==> config.mk <==
export PLATFORM = sky130hd
export DESIGN_NAME = control_link_master
export DESIGN_NICKNAME = d
export VERILOG_FILES = /design/src/link_pkg.sv /design/src/link_if.sv /design/src/control_link_master.sv /design/src/link_shifter.sv /design/src/port_pins.sv
export SDC_FILE = /design/constraint.sdc
export NUM_CORES = 1
export LEC_CHECK = 0
export BUFFER_PORTS_ARGS = -buffer_cell sky130_fd_sc_hd__buf_2
export CELL_PAD_IN_SITES_DETAIL_PLACEMENT = 1
export CELL_PAD_IN_SITES_GLOBAL_PLACEMENT = 2
export CORE_MARGIN = 3
export CORE_UTILIZATION = 38
export CTS_BUF_LIST = sky130_fd_sc_hd__clkbuf_2
export DETAILED_ROUTE_END_ITERATION = 8
export PLACE_DENSITY_LB_ADDON = 0.1
export SETUP_SLACK_MARGIN = 0.4
export SYNTH_ARGS = -nofsm -noshare
export SYNTH_HDL_FRONTEND = slang
export SYNTH_SLANG_ARGS = --single-unit
==> constraint.sdc <==
create_clock -name hclk -period 2.75 [get_ports hclk]
set_clock_uncertainty 0.2 [all_clocks]
set_input_delay 0.275 -clock hclk [delete_from_list [all_inputs] [get_ports hclk]]
set_output_delay 0.275 -clock hclk [all_outputs]
set_load 0.1 [all_outputs]
==> src/link_pkg.sv <==
// constants and types for the control serial link master
// Behaviour
// - four wires: txd, rxd, clock, select line
// - this block makes clock and select
// - software raises select around each exchange
// - mode 2F: clock idles high, inverted
// - link clock is system clock over 32
// - exchange starts only on start bit
// - nibble write: 0, address, data
// - nibble read: 1, address, four ignored
// - byte write sends two bytes
// - byte read: F and address, filler
// - transceiver interrupt taken at level one
// - transceiver reset from a port output
// - polled setup: function 000B, direction 01A4
// - polled modem lines read, no event
// - dedicated setup 005B flags modem changes
// - network side: byte seven gets 0C
// - terminal side: 04 and nibble five C
// - activation writes 8, deactivation 4
package link_pkg;
  localparam logic [7:0]  REG_LINK_MODE   = 8'h00;
  localparam logic [7:0]  REG_LINK_DESC   = 8'h04;
  localparam logic [7:0]  REG_LINK_START  = 8'h08;
  localparam logic [7:0]  REG_LINK_RX     = 8'h0C;
  localparam logic [7:0]  REG_PORT_FUNC   = 8'h10;
  localparam logic [7:0]  REG_PORT_DIR    = 8'h14;
  localparam logic [7:0]  REG_PORT_LEVEL  = 8'h18;
  localparam logic [7:0]  REG_STATUS      = 8'h1C;
  localparam logic [7:0]  MODE_RESET      = 8'h00;
  localparam logic [7:0]  MODE_INV_DIV32  = 8'h2F;
  localparam int          LINK_DIV        = 32;
  localparam logic [3:0]  HALF_LAST       = 4'(LINK_DIV / 2 - 1);
  localparam logic [4:0]  BITS_ONE        = 5'h08;
  localparam logic [4:0]  BITS_TWO        = 5'h10;
  localparam int          START_BIT       = 0;
  localparam int          PRESET_LSB      = 1;
  localparam int          DESC_ADDR_LSB   = 0;
  localparam int          DESC_DATA_LSB   = 4;
  localparam int          DESC_KIND_LSB   = 12;
  localparam logic [13:0] DESC_RESET      = 14'h0000;
  localparam int          STAT_BUSY       = 0;
  localparam int          STAT_DONE       = 1;
  localparam int          STAT_DELTA      = 2;
  localparam int          STAT_IRQ        = 3;
  localparam logic [1:0]  KIND_NIB_WR     = 2'h0;
  localparam logic [1:0]  KIND_NIB_RD     = 2'h1;
  localparam logic [1:0]  KIND_BYTE_WR    = 2'h2;
  localparam logic [1:0]  KIND_BYTE_RD    = 2'h3;
  localparam logic [2:0]  PRE_DESC        = 3'h0;
  localparam logic [2:0]  PRE_NT_INIT     = 3'h1;
  localparam logic [2:0]  PRE_TE_INIT     = 3'h2;
  localparam logic [2:0]  PRE_TE_BEARER   = 3'h3;
  localparam logic [2:0]  PRE_ACTIVATE    = 3'h4;
  localparam logic [2:0]  PRE_DEACTIVATE  = 3'h5;
  localparam logic        NIB_WR_FLAG     = 1'b0;
  localparam logic        NIB_RD_FLAG     = 1'b1;
  localparam logic [3:0]  BYTE_RD_PREFIX  = 4'hF;
  localparam logic [3:0]  BYTE_WR_PREFIX  = 4'hE;
  localparam logic [3:0]  BYTE_REG_SEVEN  = 4'h7;
  localparam logic [7:0]  BYTE_SEVEN_NT   = 8'h0C;
  localparam logic [7:0]  BYTE_SEVEN_TE   = 8'h04;
  localparam logic [3:0]  NIB_ACTIVATION  = 4'h2;
  localparam logic [3:0]  NIB_BEARER      = 4'h5;
  localparam logic [7:0]  NIB_ACT         = 8'h08;
  localparam logic [7:0]  NIB_DEACT       = 8'h04;
  localparam logic [7:0]  NIB_BEARER_ON   = 8'h0C;
  localparam int          PIN_LINK_SELECT = 7;
  localparam int          PIN_XCVR_RESET  = 8;
  localparam int          PIN_MODEM_A     = 4;
  localparam int          PIN_MODEM_B     = 6;
  localparam logic [15:0] FUNC_POLLED     = 16'h000B;
  localparam logic [15:0] FUNC_DEDICATED  = 16'h005B;
  localparam logic [15:0] DIR_MODEM       = 16'h01A4;
  localparam logic [15:0] PORT_RESET      = 16'h0000;
  typedef enum logic {LINK_IDLE, LINK_RUN} link_state_type;
endpackage : link_pkg

==> src/link_if.sv <==
// control and status between register file and link shifter
`timescale 1ns/100ps
`default_nettype none
interface link_if;
  logic        start;
  logic        two;
  logic        invert;
  logic [15:0] tx;
  logic [15:0] rx;
  logic        busy;
  logic        done;
  modport ctrl   (output start, two, invert, tx, input rx, busy, done);
  modport engine (input start, two, invert, tx, output rx, busy, done);
endinterface : link_if
`default_nettype wire

==> src/control_link_master.sv <==
// register file and command framing of the control serial link master
`timescale 1ns/100ps
`default_nettype none
module control_link_master
  import link_pkg::*;
(
  // clock and reset
  input  wire logic        hclk,
  input  wire logic        hresetn,
  // ahb-lite slave
  input  wire logic        hsel,
  input  wire logic [31:0] haddr,
  input  wire logic [1:0]  htrans,
  input  wire logic        hwrite,
  input  wire logic [2:0]  hsize,
  input  wire logic [31:0] hwdata,
  input  wire logic        hready,
  output var  logic [31:0] hrdata,
  output var  logic        hreadyout,
  output var  logic        hresp,
  // control serial link
  output var  logic        link_clk,
  output var  logic        link_txd,
  input  wire logic        link_rxd,
  // port pins
  input  wire logic [15:0] porta_in,
  output var  logic [15:0] porta_out,
  output var  logic [15:0] porta_oe_n,
  // transceiver interrupt and requests onward
  input  wire logic        level_one_irq_input_n,
  output var  logic        level_one_irq_req,
  output var  logic        modem_change_req
);
  link_if lk ();

  logic        pend_r;
  logic        pend_wr_r;
  logic [7:0]  pend_addr_r;
  logic        wr_en;
  logic        rd_en;
  logic [7:0]  mode_r;
  logic [13:0] desc_r;
  logic [15:0] func_r;
  logic [15:0] dir_r;
  logic [15:0] level_r;
  logic [15:0] read_level;
  logic        delta;
  logic        done_r;
  logic        nt_side_r;
  logic [2:0]  sel;
  logic [1:0]  pre_kind;
  logic [3:0]  pre_addr;
  logic [7:0]  pre_data;
  logic [16:0] pre_frame;
  logic        start_ok;
  logic [31:0] rd_nxt;

  // builds the command bytes of one register access
  function automatic logic [16:0] frame(input logic [1:0] kind,
                                        input logic [3:0] addr,
                                        input logic [7:0] data);
    logic [16:0] f;
    f = 17'h00000;
    case (kind)
      KIND_NIB_WR:  f = {1'b0, NIB_WR_FLAG, addr[2:0], data[3:0], 8'h00};
      KIND_NIB_RD:  f = {1'b0, NIB_RD_FLAG, addr[2:0], 4'h0, 8'h00};
      KIND_BYTE_WR: f = {1'b1, BYTE_WR_PREFIX, addr, data};
      default:      f = {1'b1, BYTE_RD_PREFIX, addr, 8'h00};
    endcase
    return f;
  endfunction : frame

  // bus: every access takes one wait state so read data leaves a flop
  always_ff @(posedge hclk or negedge hresetn) begin
    if (!hresetn) begin
      pend_r      <= 1'b0;
      pend_wr_r   <= 1'b0;
      pend_addr_r <= 8'h00;
      hreadyout   <= 1'b1;
    end else if (hsel && hready && htrans[1]) begin
      pend_r      <= 1'b1;
      pend_wr_r   <= hwrite;
      pend_addr_r <= haddr[7:0];
      hreadyout   <= 1'b0;
    end else begin
      pend_r    <= 1'b0;
      hreadyout <= 1'b1;
    end
  end

  assign wr_en = pend_r && pend_wr_r;
  assign rd_en = pend_r && !pend_wr_r;

  always_ff @(posedge hclk or negedge hresetn) begin
    if (!hresetn) begin
      hresp <= 1'b0;
    end else begin
      hresp <= 1'b0;
    end
  end

  always_ff @(posedge hclk or negedge hresetn) begin
    if (!hresetn) begin
      hrdata <= 32'h00000000;
    end else if (rd_en) begin
      hrdata <= rd_nxt;
    end
  end

  always_comb begin
    rd_nxt = 32'h00000000;
    if (pend_addr_r == REG_LINK_MODE) begin
      rd_nxt = {24'h000000, mode_r};
    end else if (pend_addr_r == REG_LINK_DESC) begin
      rd_nxt = {18'h00000, desc_r};
    end else if (pend_addr_r == REG_LINK_START) begin
      rd_nxt = {31'h00000000, lk.busy};
    end else if (pend_addr_r == REG_LINK_RX) begin
      rd_nxt = {16'h0000, lk.rx};
    end else if (pend_addr_r == REG_PORT_FUNC) begin
      rd_nxt = {16'h0000, func_r};
    end else if (pend_addr_r == REG_PORT_DIR) begin
      rd_nxt = {16'h0000, dir_r};
    end else if (pend_addr_r == REG_PORT_LEVEL) begin
      rd_nxt = {16'h0000, read_level};
    end else if (pend_addr_r == REG_STATUS) begin
      rd_nxt = {28'h0000000, level_one_irq_req, modem_change_req, done_r, lk.busy};
    end
  end

  // link mode and descriptor
  always_ff @(posedge hclk or negedge hresetn) begin
    if (!hresetn) begin
      mode_r <= MODE_RESET;
    end else if (wr_en && pend_addr_r == REG_LINK_MODE) begin
      mode_r <= hwdata[7:0];
    end
  end

  always_ff @(posedge hclk or negedge hresetn) begin
    if (!hresetn) begin
      desc_r <= DESC_RESET;
    end else if (wr_en && pend_addr_r == REG_LINK_DESC) begin
      desc_r <= hwdata[13:0];
    end
  end

  assign lk.invert = (mode_r == MODE_INV_DIV32);

  // port registers; the select line and the transceiver reset are port pins
  always_ff @(posedge hclk or negedge hresetn) begin
    if (!hresetn) begin
      func_r  <= PORT_RESET;
      dir_r   <= PORT_RESET;
      level_r <= PORT_RESET;
    end else if (wr_en) begin
      if (pend_addr_r == REG_PORT_FUNC) begin
        func_r <= hwdata[15:0];
      end else if (pend_addr_r == REG_PORT_DIR) begin
        dir_r <= hwdata[15:0];
      end else if (pend_addr_r == REG_PORT_LEVEL) begin
        level_r <= hwdata[15:0];
      end
    end
  end

  // preset selection: built-in transceiver set-up commands
  assign sel = hwdata[PRESET_LSB +: 3];

  always_comb begin
    pre_kind = desc_r[DESC_KIND_LSB +: 2];
    pre_addr = desc_r[DESC_ADDR_LSB +: 4];
    pre_data = desc_r[DESC_DATA_LSB +: 8];
    case (sel)
      PRE_NT_INIT: begin
        pre_kind = KIND_BYTE_WR;
        pre_addr = BYTE_REG_SEVEN;
        pre_data = BYTE_SEVEN_NT;
      end
      PRE_TE_INIT: begin
        pre_kind = KIND_BYTE_WR;
        pre_addr = BYTE_REG_SEVEN;
        pre_data = BYTE_SEVEN_TE;
      end
      PRE_TE_BEARER: begin
        pre_kind = KIND_NIB_WR;
        pre_addr = NIB_BEARER;
        pre_data = NIB_BEARER_ON;
      end
      PRE_ACTIVATE: begin
        pre_kind = KIND_NIB_WR;
        pre_addr = NIB_ACTIVATION;
        pre_data = NIB_ACT;
      end
      PRE_DEACTIVATE: begin
        pre_kind = KIND_NIB_WR;
        pre_addr = NIB_ACTIVATION;
        pre_data = NIB_DEACT;
      end
      default: begin
        pre_kind = desc_r[DESC_KIND_LSB +: 2];
      end
    endcase
  end

  assign pre_frame = frame(pre_kind, pre_addr, pre_data);

  // a start while busy, or a deactivation off the network side, is dropped
  assign start_ok = wr_en && (pend_addr_r == REG_LINK_START) && hwdata[START_BIT] &&
                    !lk.busy && !lk.start &&
                    !((sel == PRE_DEACTIVATE) && !nt_side_r);

  always_ff @(posedge hclk or negedge hresetn) begin
    if (!hresetn) begin
      lk.start <= 1'b0;
      lk.two   <= 1'b0;
      lk.tx    <= 16'h0000;
    end else begin
      lk.start <= start_ok;
      if (start_ok) begin
        lk.two <= pre_frame[16];
        lk.tx  <= pre_frame[15:0];
      end
    end
  end

  always_ff @(posedge hclk or negedge hresetn) begin
    if (!hresetn) begin
      nt_side_r <= 1'b0;
    end else if (start_ok && sel == PRE_NT_INIT) begin
      nt_side_r <= 1'b1;
    end else if (start_ok && sel == PRE_TE_INIT) begin
      nt_side_r <= 1'b0;
    end
  end

  // sticky flags: a new event beats a clear in the same cycle
  always_ff @(posedge hclk or negedge hresetn) begin
    if (!hresetn) begin
      done_r <= 1'b0;
    end else if (lk.done) begin
      done_r <= 1'b1;
    end else if (wr_en && pend_addr_r == REG_STATUS && hwdata[STAT_DONE]) begin
      done_r <= 1'b0;
    end
  end

  always_ff @(posedge hclk or negedge hresetn) begin
    if (!hresetn) begin
      modem_change_req <= 1'b0;
    end else if (delta) begin
      modem_change_req <= 1'b1;
    end else if (wr_en && pend_addr_r == REG_STATUS && hwdata[STAT_DELTA]) begin
      modem_change_req <= 1'b0;
    end
  end

  // the transceiver line is active low; passed on as a level
  always_ff @(posedge hclk or negedge hresetn) begin
    if (!hresetn) begin
      level_one_irq_req <= 1'b0;
    end else begin
      level_one_irq_req <= ~level_one_irq_input_n;
    end
  end

  link_shifter u_shifter (
    .hclk     (hclk),
    .hresetn  (hresetn),
    .lk       (lk.engine),
    .link_clk (link_clk),
    .link_txd (link_txd),
    .link_rxd (link_rxd)
  );

  port_pins u_port (
    .hclk       (hclk),
    .hresetn    (hresetn),
    .func       (func_r),
    .dir        (dir_r),
    .level      (level_r),
    .pin_in     (porta_in),
    .pin_out    (porta_out),
    .pin_oe_n   (porta_oe_n),
    .read_level (read_level),
    .delta      (delta)
  );
endmodule : control_link_master
`default_nettype wire

==> src/link_shifter.sv <==
// bit engine of the control serial link
`timescale 1ns/100ps
`default_nettype none
module link_shifter
  import link_pkg::*;
(
  // clock and reset
  input  wire logic hclk,
  input  wire logic hresetn,
  // register side
  link_if.engine    lk,
  // link pins
  output var  logic link_clk,
  output var  logic link_txd,
  input  wire logic link_rxd
);
  link_state_type state_r;
  logic [3:0]     div_r;
  logic [4:0]     bits_r;
  logic [15:0]    shift_r;
  logic           inv_r;
  logic           phase_r;
  logic           tick;

  assign tick = (state_r == LINK_RUN) && (div_r == HALF_LAST);

  always_ff @(posedge hclk or negedge hresetn) begin
    if (!hresetn) begin
      state_r <= LINK_IDLE;
      div_r   <= 4'h0;
      phase_r <= 1'b0;
      bits_r  <= 5'h00;
      lk.busy <= 1'b0;
      lk.done <= 1'b0;
    end else begin
      lk.done <= 1'b0;
      case (state_r)
        LINK_IDLE: begin
          if (lk.start) begin
            state_r <= LINK_RUN;
            div_r   <= 4'h0;
            phase_r <= 1'b0;
            bits_r  <= lk.two ? BITS_TWO : BITS_ONE;
            lk.busy <= 1'b1;
          end
        end
        LINK_RUN: begin
          if (tick) begin
            div_r   <= 4'h0;
            phase_r <= ~phase_r;
            if (phase_r) begin
              bits_r <= bits_r - 5'h01;
              if (bits_r == 5'h01) begin
                state_r <= LINK_IDLE;
                lk.busy <= 1'b0;
                lk.done <= 1'b1;
              end
            end
          end else begin
            div_r <= div_r + 4'h1;
          end
        end
        default: state_r <= LINK_IDLE;
      endcase
    end
  end

  // polarity is latched so a mode write mid exchange cannot glitch the clock
  always_ff @(posedge hclk or negedge hresetn) begin
    if (!hresetn) begin
      shift_r  <= 16'h0000;
      inv_r    <= 1'b0;
      link_txd <= 1'b0;
      lk.rx    <= 16'h0000;
    end else if (state_r == LINK_IDLE && lk.start) begin
      shift_r <= lk.tx;
      inv_r   <= lk.invert;
      lk.rx   <= 16'h0000;
    end else if (tick && !phase_r) begin
      link_txd <= shift_r[15];
      shift_r  <= {shift_r[14:0], 1'b0};
    end else if (tick) begin
      lk.rx <= {lk.rx[14:0], link_rxd};
    end
  end

  always_ff @(posedge hclk or negedge hresetn) begin
    if (!hresetn) begin
      link_clk <= 1'b0;
    end else if (state_r == LINK_IDLE) begin
      link_clk <= lk.invert;
    end else if (tick) begin
      link_clk <= inv_r ^ ~phase_r;
    end
  end
endmodule : link_shifter
`default_nettype wire

==> src/port_pins.sv <==
// general purpose port pins with modem change detect
`timescale 1ns/100ps
`default_nettype none
module port_pins
  import link_pkg::*;
(
  // clock and reset
  input  wire logic        hclk,
  input  wire logic        hresetn,
  // settings
  input  wire logic [15:0] func,
  input  wire logic [15:0] dir,
  input  wire logic [15:0] level,
  // pins
  input  wire logic [15:0] pin_in,
  output var  logic [15:0] pin_out,
  output var  logic [15:0] pin_oe_n,
  // readback and events
  output var  logic [15:0] read_level,
  output var  logic        delta
);
  logic [1:0] modem_prev_r;

  for (genvar i = 0; i < 16; i++) begin : g_pin
    // dedicated pins belong to the serial channel and are released here
    always_ff @(posedge hclk or negedge hresetn) begin
      if (!hresetn) begin
        pin_out[i]  <= 1'b0;
        pin_oe_n[i] <= 1'b1;
      end else begin
        pin_out[i]  <= level[i];
        pin_oe_n[i] <= ~(dir[i] & ~func[i]);
      end
    end
    assign read_level[i] = (dir[i] & ~func[i]) ? level[i] : pin_in[i];
  end

  always_ff @(posedge hclk or negedge hresetn) begin
    if (!hresetn) begin
      modem_prev_r <= 2'b00;
      delta        <= 1'b0;
    end else begin
      modem_prev_r <= {pin_in[PIN_MODEM_B], pin_in[PIN_MODEM_A]};
      delta <= (func[PIN_MODEM_A] & (pin_in[PIN_MODEM_A] ^ modem_prev_r[0])) |
               (func[PIN_MODEM_B] & (pin_in[PIN_MODEM_B] ^ modem_prev_r[1]));
    end
  end
endmodule : port_pins
`default_nettype wire

==> After elaboration in Yosys (flattened, before gate mapping) <==
Cells that the tools add are included.
{ "word_totals": {"regBits": 218, "output_inout_bits": 70, "in_bits": 92} }
{ "op_classes": {"n_mux": 68, "n_addsub": 2, "bitwise_logic": 60, "eq_ne": 22, "n_reduce_logical": 46} }
{ "op_table": {"columns": ["operator", "n"], "rows": [
  ["two-way mux 16 bit", 10],
  ["two-way mux 32 bit", 2],
  ["one-hot mux 17 bit (3 select lines)", 1],
  ["two-way mux 1 bit", 40],
  ["inverter 1 bit", 38],
  ["== test 8 x 5 -> 1 bit, second input constant", 4],
  ["one-hot mux 8 bit (3 select lines)", 1],
  ["logical AND 1 bit", 20],
  ["two-way mux 5 bit", 4],
  ["bitwise AND 1 bit", 18],
  ["== test 8 x 4 -> 1 bit, second input constant", 2],
  ["two-way mux 4 bit", 3],
  ["one-hot mux 4 bit (3 select lines)", 1],
  ["one-hot mux 5 bit (2 select lines)", 1],
  ["nonzero test 2 bit", 5],
  ["== test 8 x 3 -> 1 bit, second input constant", 1],
  ["== test 8 x 6 -> 1 bit, second input constant", 1],
  ["zero test 8 bit", 1],
  ["!= test 2 bit, second input constant", 4],
  ["one-hot mux 4 bit (2 select lines)", 1],
  ["AND reduction 2 bit", 4],
  ["AND reduction 4 bit", 2],
  ["OR reduction 2 bit", 4],
  ["== test 3 x 2 -> 1 bit, second input constant", 2],
  ["17 further kinds", 28]
]} }

==> Depth between registers and ports, before layout <==
Gate-level depths: netlist of the first run.
{ "logic_depth": {"depth_word": 10, "ltp_mapped": 8, "ltp_nobuf": 6} }

==> Hierarchy <==
A second synthesis of the first run with hierarchy kept.
{ "unflattened": {"hier_cells": 810, "hier_area_um2": 9521.6} }
{ "modules_own_cells": {"columns": ["mod", "instances", "cells_per_inst", "area_each_um2"], "rows": [
  ["control_link_master", 1, 534, 5899.4],
  ["link_shifter", 1, 206, 2238.4],
  ["port_pins", 1, 70, 1383.8]
]} }

==> Worst setup path before layout of the first run <==
Ideal clock, no wire load.
{ "synth_path": {"path_type": "register to register", "from": "register level_one_irq_req", "to": "register hrdata[3]", "synth_period_minus_slack_ns": 2.064, "path_stages_with_launch": 5, "setup_ns": 0.099, "slack_ns": 0.686, "required_ns": 2.451, "t_arrival_ns": 1.764, "path_cell_list": "dfrtp_1 > nand2b_1 > o311ai_0 > or4_1 > a311oi_1"} }
{ "synth_between": {"elab_chain_len": 8} }
{ "synth_rtl": {"columns": ["item", "line_no", "text"], "rows": [
  ["start, declared", "control_link_master.sv:31", "output var logic level_one_irq_req,"],
  ["start signal, assigned", "control_link_master.sv:263", "level_one_irq_req <= ~level_one_irq_input_n;"],
  ["two-way mux 4 bit", "control_link_master.sv:126", "end else if (pend_addr_r == REG_STATUS) begin"],
  ["two-way mux 16 bit", "control_link_master.sv:124", "end else if (pend_addr_r == REG_PORT_LEVEL) begin"],
  ["two-way mux 16 bit", "control_link_master.sv:122", "end else if (pend_addr_r == REG_PORT_DIR) begin"],
  ["two-way mux 16 bit", "control_link_master.sv:120", "end else if (pend_addr_r == REG_PORT_FUNC) begin"],
  ["two-way mux 16 bit", "control_link_master.sv:118", "end else if (pend_addr_r == REG_LINK_RX) begin"],
  ["two-way mux 16 bit", "control_link_master.sv:116", "end else if (pend_addr_r == REG_LINK_START) begin"],
  ["two-way mux 32 bit", "control_link_master.sv:114", "end else if (pend_addr_r == REG_LINK_DESC) begin"],
  ["two-way mux 32 bit", "control_link_master.sv:112", "if (pend_addr_r == REG_LINK_MODE) begin"],
  ["end signal, assigned", "control_link_master.sv:106", "hrdata <= rd_nxt;"],
  ["end, declared", "control_link_master.sv:18", "output var logic [31:0] hrdata,"]
]} }
Every way passes these cells.
A chain may end at the register's enable or synchronous reset.

==> Worst setup path in the final report of the first run <==
{ "layout_path": {"from": "register pend_addr_r[6]", "to": "register hrdata[1]"} }
{ "layout_between": {"elab_chain_len": 9, "elab_cells_between_ends": 16} }
{ "layout_rtl": {"columns": ["item", "line_no", "text"], "rows": [
  ["start, declared", "control_link_master.sv:38", "logic [7:0] pend_addr_r;"],
  ["start signal, assigned", "control_link_master.sv:83", "pend_addr_r <= haddr[7:0];"],
  ["== test 8 x 5 -> 1 bit", "control_link_master.sv:126", null],
  ["two-way mux 4 bit", "control_link_master.sv:126", null],
  ["two-way mux 16 bit", "control_link_master.sv:124", null],
  ["two-way mux 16 bit", "control_link_master.sv:122", null],
  ["two-way mux 16 bit", "control_link_master.sv:120", null],
  ["two-way mux 16 bit", "control_link_master.sv:118", null],
  ["two-way mux 16 bit", "control_link_master.sv:116", null],
  ["two-way mux 32 bit", "control_link_master.sv:114", null],
  ["two-way mux 32 bit *", "control_link_master.sv:112", null]
]} }
Every way passes the cells marked *; elsewhere a longest branch is shown, timed or not.

==> impl_metrics.ini, run 1 <==
[detailed_routing]
num_vias = 7328
drt-total-wl_um = 28370
drcViolationCount = 0
ant_nets = 0
first_pass_iters = 4
viasPerCell = 5.212
drtIter0Drc = 352
wl_per_cell_um = 20.18

[sta]
tightest_slew_ps = 643.9
slew_headroom = 0.5703
fin_crit_ps = 2290
fmax_ghz = 0.4367
fin_setup_tns_ps = 0
finalSetupViolCount = 0
finalMaxSlewViolations = 0
finalCritPeriodShare = 0.8326
rsz0062_at_grt = yes
finalHoldViolations = 0

[critical_path]
cp-start-kind = flip-flop
rr_startpoint = pend_addr_r[6]
reg2reg_slack_ps = 460
worstSetupStartpoint = pend_addr_r[6]
end_kind = flip-flop
reg2reg_depth = 5
path_cells = or4_4 -> nor2_4 -> a21oi_1 -> a211o_1 -> a311oi_1
crit_slowest_cell = or4_4
endpoint = hrdata[1]
r2r_end = hrdata[1]
cp_max_fo = 5
cp_data_required_time_ps = 3230
critPathArrivalTime_ps = 2770
critPathMaxStageDelay_ps = 620
path_class = reg -> reg

[global_routing]
grt_pass1_vias = 8166
antenna_found_initial = 1
grt_pass1_wl_um = 45480
track_usage = 0.2205
grt_max_degree = 73
grt_overflow_total = 0

[floorplanning]
start_util = 0.3875
die_area_um2 = 25900
io-pin-count = 162
core_um2 = 23540
die_x_um = 160.9
die_h_um = 160.9
rows = 56

[clock_network]
cts_sinks = 202
h-tree-depth = 2
clk_latency_ps = 890
cts_tree = done
numCtsBuffers = 55
cts-root-buf = clkbuf_2
cts_max_path_buffers = 3
clk_pin_slew_worst_paths_ps = 110

[cells_and_area]
fillCellCount = 2644
drive_above_1_share = 0.3471
fin_cells = 1406
final_nets = 1135
synthToLayoutAreaGrowth_pct = 26.72

[flow_run]
timing.max_cap.violations = 0

[yosys]
ys_seq_area_frac = 0.5564
synth-main-ff-cell = dfrtp_1
ys_types = 66
syn_area_um2 = 9122
ys_seq_elements = 202
ys_warn_count = 0
avgSynthCellArea_um2 = 11.19
async_flop_share = 1.000
syn_inst = 815
synth_edf_count = 0

[power]
vdd_drop_max_v = 0.0003108
power_density_nw_per_um2 = 606.4
leakagePower_nw = 5.307

[placed_design]
place_inst = 1213
dpl.hpwl_um = 18430
io_buffers = 100
place.gp.congestion = 0.7941

[run_status]
outcome = complete, no violations

[hold_path]
hp-class = in -> reg
routing by layer:
layer / share of wire / GRT usage
met5: 0 / 0
met4: 0.023 / 0.07039
met3: 0.047 / 0.04385
met2: 0.49 / 0.3694
met1: 0.43 / 0.2893
sequential cells by signal (all words and copies together), names as in the netlist, 2 cells and up:
signal	count
level_r	16
u_port.pin_oe_n	16
desc_r	14
u_port.pin_out	16
lk.tx	16
u_port.modem_prev_r	2
mode_r	8
pend_addr_r	8
u_shifter.lk.rx	16
u_shifter.div_r	4
u_shifter.shift_r	16
hrdata	16
u_shifter.bits_r	5
func_r	16
dir_r	16
what timing repair did:
action | CTS | global route
resized for setup | 26 | 17
gates cloned | 0 | 0
setup endpoints to repair | 87 | 73
endpoints found under the hold margin | 322 | 2
hold buffers | 82 | 1
buffers inserted | 0 | 6
pin swaps | 1 | 12
power breakdown:
part           total (mW)  switching, mW  internal, mW
combinational        1.45           1.00         0.441
sequential           3.31          0.169          3.14
clock                2.26           1.32         0.942
total                7.01           2.49          4.52
logic make-up (layout without fill, tap and decap cells):
family / Yosys count / in the layout / share of synthesized area
buffers and inverters: 79 / 334 / 0.04622
adder cells (fa/ha/maj): 3 / 3 / 0.004115
AND/OR/NAND/NOR: 247 / 247 / 0.1410
multiplexers: 90 / 90 / 0.1116
AO/OA/AOI/OAI: 186 / 186 / 0.1335
XOR/XNOR: 7 / 7 / 0.006721
other: 1 / 18 / 0.0004111
flip-flops: 202 / 202 / 0.5564
area by class of cell:
cell class | instances | area [um^2] | share of cell area
clock buffers | 87 | 435.4 | 0.03767
flip-flops and latches | 202 | 5084 | 0.4398
inverters | 11 | 41.29 | 0.003572
repair buffers | 220 | 1704 | 0.1474
well taps | 319 | 399.1 | 0.03453
multi-input cells | 550 | 3796 | 0.3284
diodes | 1 | 2.502 | 0.0002165
clock inverters | 16 | 97.59 | 0.008442
critical path: cells and delay by family, from the launching register on:
kind | cells | cell delay [ps]
and+or+nand+nor | 2 | 810
AOI/OAI and AO/OA | 3 | 630
DFF | 1 | 460
layout by cell type (no fill, tap or decap), drive strengths merged, types with 11 or more instances in the layout:
master       synthesis  routed
nand2              105     105
dfrtp              185     185
inv                 11      12
nor2                33      33
mux2                84      84
and3                12      12
dfstp               17      17
conb                 1      17
nand3               26      26
o21ai               31      31
a21oi               63      63
clkbuf              29      88
nand2b              23      23
clkinv               0      14
buf                 39     136
a22oi               14      14
a22o                11      11
dlygate4sd3          0      83
synthesized netlist by cell type, drive strengths merged, types with 14 or more instances:
| cell | count | area share |
|---|---|---|
| dfrtp | 185 | 0.51 |
| clkbuf | 29 | 0.012 |
| a21oi | 63 | 0.035 |
| nand2 | 105 | 0.044 |
| buf | 39 | 0.030 |
| nand2b | 23 | 0.016 |
| o21ai | 31 | 0.017 |
| nand3 | 26 | 0.017 |
| mux2 | 84 | 0.10 |
| a22oi | 14 | 0.012 |
| nor2 | 33 | 0.016 |
| dfstp | 17 | 0.049 |
through the flow:
stage | cell area, um^2 | setup slack, ps | hold WS [ps] | util | power (mW)
floorplan | 9183 | 686.5 | -220.6 | - | 4.247
global placement | 9983 | 221.1 | 131.4 | 0.4241 | 4.608
detailed placement | 9983 | 182.8 | 142.3 | 0.4241 | 4.638
CTS | 11420 | 401.5 | 1.400 | 0.4851 | 7.074
global route | 11560 | 370.4 | 25.19 | 0.4910 | 7.410
finish | 11560 | 460.2 | 83.76 | 0.4910 | 7.010
how the worst min path moves through the flow:
stage,to,slack [ps],start,cells after the start
detailed placement,u_shifter.div_r[1],140,hresetn,1
global placement,u_port.pin_out[3],130,hresetn,1
floorplan,desc_r[0],-220,hresetn,0
global route,desc_r[7],30,hwdata[7],3
CTS,u_shifter.lk.rx[0],1,link_rxd,4
finish,u_shifter.lk.rx[0],80,link_rxd,4
Power figures use the tool's default switching activity.
==> inputs of run 2 (changes only) <==
Clock period 2.75 ns to 2.25 ns, I/O delays scaled along.
==> run 2 against run 1 <==
Net effect: flip-flop and latch count unchanged; sequential power increased by 23%; non-clock buffer count increased by 67; via count increased by 5.6%; setup slack got worse by 550 ps; hold slack improved by 26 ps; final area increased by 19%; die area unchanged; critical path type unchanged; largest power group unchanged; the flow now finishes with violations (negative setup slack).
==> impl_metrics.ini, run 2 (same netlist as run 1, synthesis figures left out) <==
[flow_run]
timing.max_cap.violations = 0

[run_status]
outcome = complete, but fails checks
violations = negative setup slack

[clock_network]
cts_sinks = 202
clk_pin_slew_worst_paths_ps = 120
h-tree-depth = 2
clk_latency_ps = 860
numCtsBuffers = 56
cts_tree = done
cts-root-buf = clkbuf_2
cts_max_path_buffers = 3

[global_routing]
grt_pass1_wl_um = 49440
antenna_found_initial = 1
grt_max_degree = 68
busiest_layer = met2
grt_overflow_total = 0
track_usage = 0.2414
grt_use_met3 = 0.04643
grt_util_met1 = 0.3001
grt_use_met2 = 0.4277
grt_pass1_vias = 8772

[critical_path]
cp_max_fo = 8
crit_slowest_cell = dfrtp_2
path_class = reg -> reg
rr_startpoint = pend_addr_r[6]
critPathArrivalTime_ps = 2850
path_cells = buf_4 -> nor4b_4 -> nand2_2 -> buf_6 -> nor2_4 -> buf_6 -> nand2_8 -> clkbuf_16 -> mux2_2
r2r_end = dir_r[7]
critPathMaxStageDelay_ps = 450
reg2reg_depth = 9
reg2reg_slack_ps = -90
cp-start-kind = flip-flop
cp_common_cell = buf_6
end_kind = flip-flop
cp_data_required_time_ps = 2760

[detailed_routing]
drcViolationCount = 0
first_pass_iters = 4
drtIter0Drc = 346
num_vias = 7740
ant_nets = 0
wl_per_cell_um = 22.23
viasPerCell = 5.247
drt-total-wl_um = 32790

[placed_design]
place_ws_ps = -59.30
place.gp.congestion = 0.7856
io_buffers = 100
dpl.hpwl_um = 19190
place_inst = 1238

[floorplanning]
die_area_um2 = 25900
start_util = 0.3875
io-pin-count = 162
die_h_um = 160.9
core_um2 = 23540
rows = 56
die_x_um = 160.9

[cells_and_area]
layout_common_cells = 174 x dfrtp_1, 94 x nand2_1, 89 x clkbuf_2, 80 x dlygate4sd3_1, 75 x mux2_2
fillCellCount = 2498
final_common_cell = dfrtp_1
multi_input_area_um2 = 4342
drive_above_1_share = 0.4511
regArea_um2 = 5090
synthToLayoutAreaGrowth_pct = 50.57
fin_cells = 1475
final_nets = 1203
fin_util = 0.5834

[hold_path]
hold_start = hwdata[0]
min_to = dir_r[0]
hp-class = in -> reg
holdPathStages = 3

[sta]
fin_ws_ps = -89.55
slew_headroom = 0.4904
finalCritPeriodShare = 1.040
finalSetupViolCount = 41
fin_crit_ps = 2340
rsz0062_at_grt = yes
fin_setup_tns_ps = -2066
finalMaxSlewViolations = 0
tightest_slew_ps = 758.5
finalHoldViolations = 0
fmax_ghz = 0.4274

[power]
power_frac_clock = 0.322
leakagePower_nw = 6.163
vdd_drop_max_v = 0.0004918
swShare = 0.3499
power_frac_seq = 0.432
p_switching_mw = 3.302
p_int_mw = 6.134
p_comb_frac = 0.245
power_density_nw_per_um2 = 686.9
[run 2: changes by cell type in the layout (fill, tap and decap cells not counted), moves of 8 or more]
cell     change
buf_6       +21
nand2_1      -8
o21ai_1      +8
buf_4       +17
o21ai_0     -10
dfrtp_2      +8
buf_12      +66
a21oi_1     -16
mux2_2       -9
buf_2       -40
mux2_4       +9
a21oi_2     +12
[run 2: worst max path at each step]
| stage | start | to | slack (ps) | depth (start not counted) |
|---|---|---|---|---|
| 5_1_grt | pend_addr_r[6] | dir_r[0] | -160 | 9 |
| 2_1_floorplan | pend_addr_r[7] | func_r[1] | 280 | 6 |
| 3_3_place_gp | pend_addr_r[4] | mode_r[0] | -40 | 7 |
| 4_1_cts | pend_addr_r[7] | lk.tx[7] | 70 | 5 |
| 3_5_place_dp | pend_addr_r[4] | mode_r[3] | -60 | 7 |
| 6_report | pend_addr_r[6] | dir_r[7] | -90 | 9 |
[run 2: per-stage QoR]
step / power [mW] / area [um^2] / hold slack [ps]
2_1_floorplan: 5.199 / 9239 / -270.6
3_3_place_gp: 5.687 / 10290 / -122.2
3_5_place_dp: 5.732 / 10290 / -118.6
4_1_cts: 9.304 / 13040 / 2.586
5_1_grt: 9.888 / 13740 / 34.21
6_report: 9.435 / 13740 / 109.4
[run 2: routing by layer]
metal / routed length, um / share of wire
met2: 17100 / 0.52
met3: 1356 / 0.041
met5: 0 / 0
met4: 762 / 0.023
met1: 13580 / 0.41
[run 2: cell type report]
| cell class | instances | area share |
|---|---|---|
| repair buffers | 287 | 0.2386 |
| diodes | 1 | 0.0001822 |
| multi-input cells | 550 | 0.3161 |
| flip-flops and latches | 202 | 0.3706 |
| inverters | 11 | 0.003006 |
| clock inverters | 16 | 0.01011 |
| well taps | 319 | 0.02906 |
| clock buffers | 89 | 0.03243 |
[run 2: power groups by stage]
stage	Clock, mW	Combinational (mW)	Sequential, mW
after floorplan	0	0.668	4.53
after global placement	0	1.62	4.06
after detailed placement	0	1.65	4.08
after CTS	3.10	2.15	4.05
after global routing	3.36	2.43	4.10
final	3.04	2.32	4.08
[run 2: critical path: cells and delay by family (launching register included)]
kind | cells | cell delay [ps]
buf+inv | 4 | 630
flops | 1 | 450
mux | 1 | 280
simple gates | 4 | 680
[run 2: timing repair]
| item | CTS | global route |
|---|---|---|
| pin swaps | 44 | 22 |
| setup endpoints to repair | 184 | 181 |
| hold buffers | 80 | 0 |
| cloned | 2 | 1 |
| endpoints found under the hold margin | 322 | 0 |
| buffers inserted | 31 | 17 |
| gates resized for setup | 280 | 112 |
==> inputs of run 3 (changes only) <==
Settings changed: CELL_PAD_IN_SITES_DETAIL_PLACEMENT 1 to default, CELL_PAD_IN_SITES_GLOBAL_PLACEMENT 2 to default, CORE_UTILIZATION 38 to 45, PLACE_DENSITY from default to 0.66, PLACE_DENSITY_LB_ADDON 0.1 to default.
==> run 3 against run 2 <==
Net effect: the flow still finishes with violations (negative setup slack); hold slack got worse by 14 ps; routed wire length fell by 13%; die area is 15% lower; cell count decreased by 5.8%; clock power fell by 17%; critical path type unchanged; largest power group unchanged.
==> impl_metrics.ini, run 3 (same netlist as run 1, synthesis figures left out) <==
[sta]
finalMaxSlewViolations = 0
slew_headroom = 0.5096
finalHoldViolations = 0
fin_crit_ps = 2312
fin_ws_ps = -61.96
finalSetupViolCount = 58
finalCritPeriodShare = 1.028
tightest_slew_ps = 730.0
fmax_ghz = 0.4325
hold_slack_ps = 95.88
rsz0062_at_grt = yes

[clock_network]
cts_tree = done
clk_pin_slew_worst_paths_ps = 120
clk_latency_ps = 840
cts-root-buf = clkbuf_2
h-tree-depth = 2
numCtsBuffers = 51
cts_sinks = 202
cts_max_path_buffers = 3

[global_routing]
antenna_found_initial = 1
track_usage = 0.2375
grt_pass1_vias = 7712
grt_max_degree = 61
grt_overflow_total = 0
grt_pass1_wl_um = 41450

[floorplanning]
die_h_um = 148.4
die_x_um = 148.4
die_area_um2 = 22020
io-pin-count = 162
start_util = 0.4627
rows = 51
core_um2 = 19720

[detailed_routing]
num_vias = 7802
drtIter0Drc = 636
ant_nets = 0
viasPerCell = 5.613
wl_per_cell_um = 20.58
drcViolationCount = 0
first_pass_iters = 5
drt-total-wl_um = 28610

[power]
leakagePower_nw = 6.175
p_switching_mw = 3.165
swShare = 0.3546
power_density_nw_per_um2 = 665.7
power_frac_clock = 0.282
p_int_mw = 5.760
power_frac_seq = 0.456
p_comb_frac = 0.261
vdd_drop_max_v = 0.0005205

[hold_path]
hp-class = in -> reg

[cells_and_area]
final_common_cell = dfrtp_1
synthToLayoutAreaGrowth_pct = 46.96
final_nets = 1180
fin_area_um2 = 13410
layout_common_cells = 172 x dfrtp_1, 96 x nand2_1, 86 x clkbuf_2, 75 x dlygate4sd3_1, 66 x buf_12
drive_above_1_share = 0.4506

[critical_path]
cp_data_required_time_ps = 2730
cp-start-kind = flip-flop
critPathArrivalTime_ps = 2790
cp_max_fo = 8
path_class = reg -> reg
end_kind = flip-flop

[placed_design]
place.gp.congestion = 0.9117
io_buffers = 100
placed_area_um2 = 10120
dpl.hpwl_um = 16130

[flow_run]
timing.max_cap.violations = 0

[run_status]
violations = negative setup slack
outcome = complete, but fails checks
run 3: final timing paths:
check	start	endpoint	slack, ps	cells after the start
min	porta_in[4]	u_port.delta	100	5
min reg2reg	level_r[8]	u_port.pin_out[8]	180	0
max reg2reg	pend_addr_r[6]	level_r[14]	-60	7
max in group asynchronous	hresetn	u_port.pin_oe_n[9]	800	4
max	pend_addr_r[6]	level_r[14]	-60	7
min in group asynchronous	hresetn	u_shifter.div_r[2]	280	3
run 3: area by class of cell:
| cell class | count | area [um^2] |
|---|---|---|
| multi-input combinational | 550 | 4443 |
| fill | 1337 | 6311 |
| sequential | 202 | 5092 |
| clock inverter | 5 | 18.77 |
| timing repair buffer | 269 | 3044 |
| tap | 265 | 331.6 |
| clock buffer | 86 | 430.4 |
| antenna | 2 | 5.005 |
| inverter | 11 | 41.29 |
run 3: power by group through the flow:
stage	sequential (mW)	clock (mW)	combinational [mW]
finish	4.07	2.52	2.33
global route	4.09	2.77	2.44
CTS	4.04	2.54	2.00
detailed placement	4.07	0	1.59
global placement	4.07	0	1.57
floorplan	4.53	0	0.668
run 3: stage by stage:
step	setup WS [ps]	power, mW	cells	util	TNS (ps)
after floorplan	277.8	5.199	831	-	0
after global placement	60.87	5.647	1172	0.5133	0
after detailed placement	50.01	5.662	1172	0.5133	0
after CTS	122.3	8.574	1363	0.6259	0
after global routing	-69.73	9.300	1390	0.6799	-1986
final	-61.96	8.925	1390	0.6799	-1369
run 3: worst max-delay path, stage by stage, from the launching register on:
cell,delay (ps)
dfrtp_2,460
buf_6,130
nor4b_4,340
nand2_2,180
nor2_4,280
nand2_4,110
buf_12,160
mux2_4,300
run 3: routing by layer:
metal / track usage / up-vias / wire length, um
met5: 0 / - / 0
met3: 0.05119 / 86 / 1856
met4: 0.08961 / 0 / 900
met2: 0.3827 / 352 / 14250
met1: 0.3181 / 3898 / 11610
li1: - / 3466 / -
run 3: timing repair:
action	4_1_cts	5_1_grt
hold endpoints to repair	321	2
resized for setup	226	201
pin swaps	19	47
buffers inserted	24	24
endpoints found under the setup margin	175	165
gates cloned	1	1
hold buffers	75	2
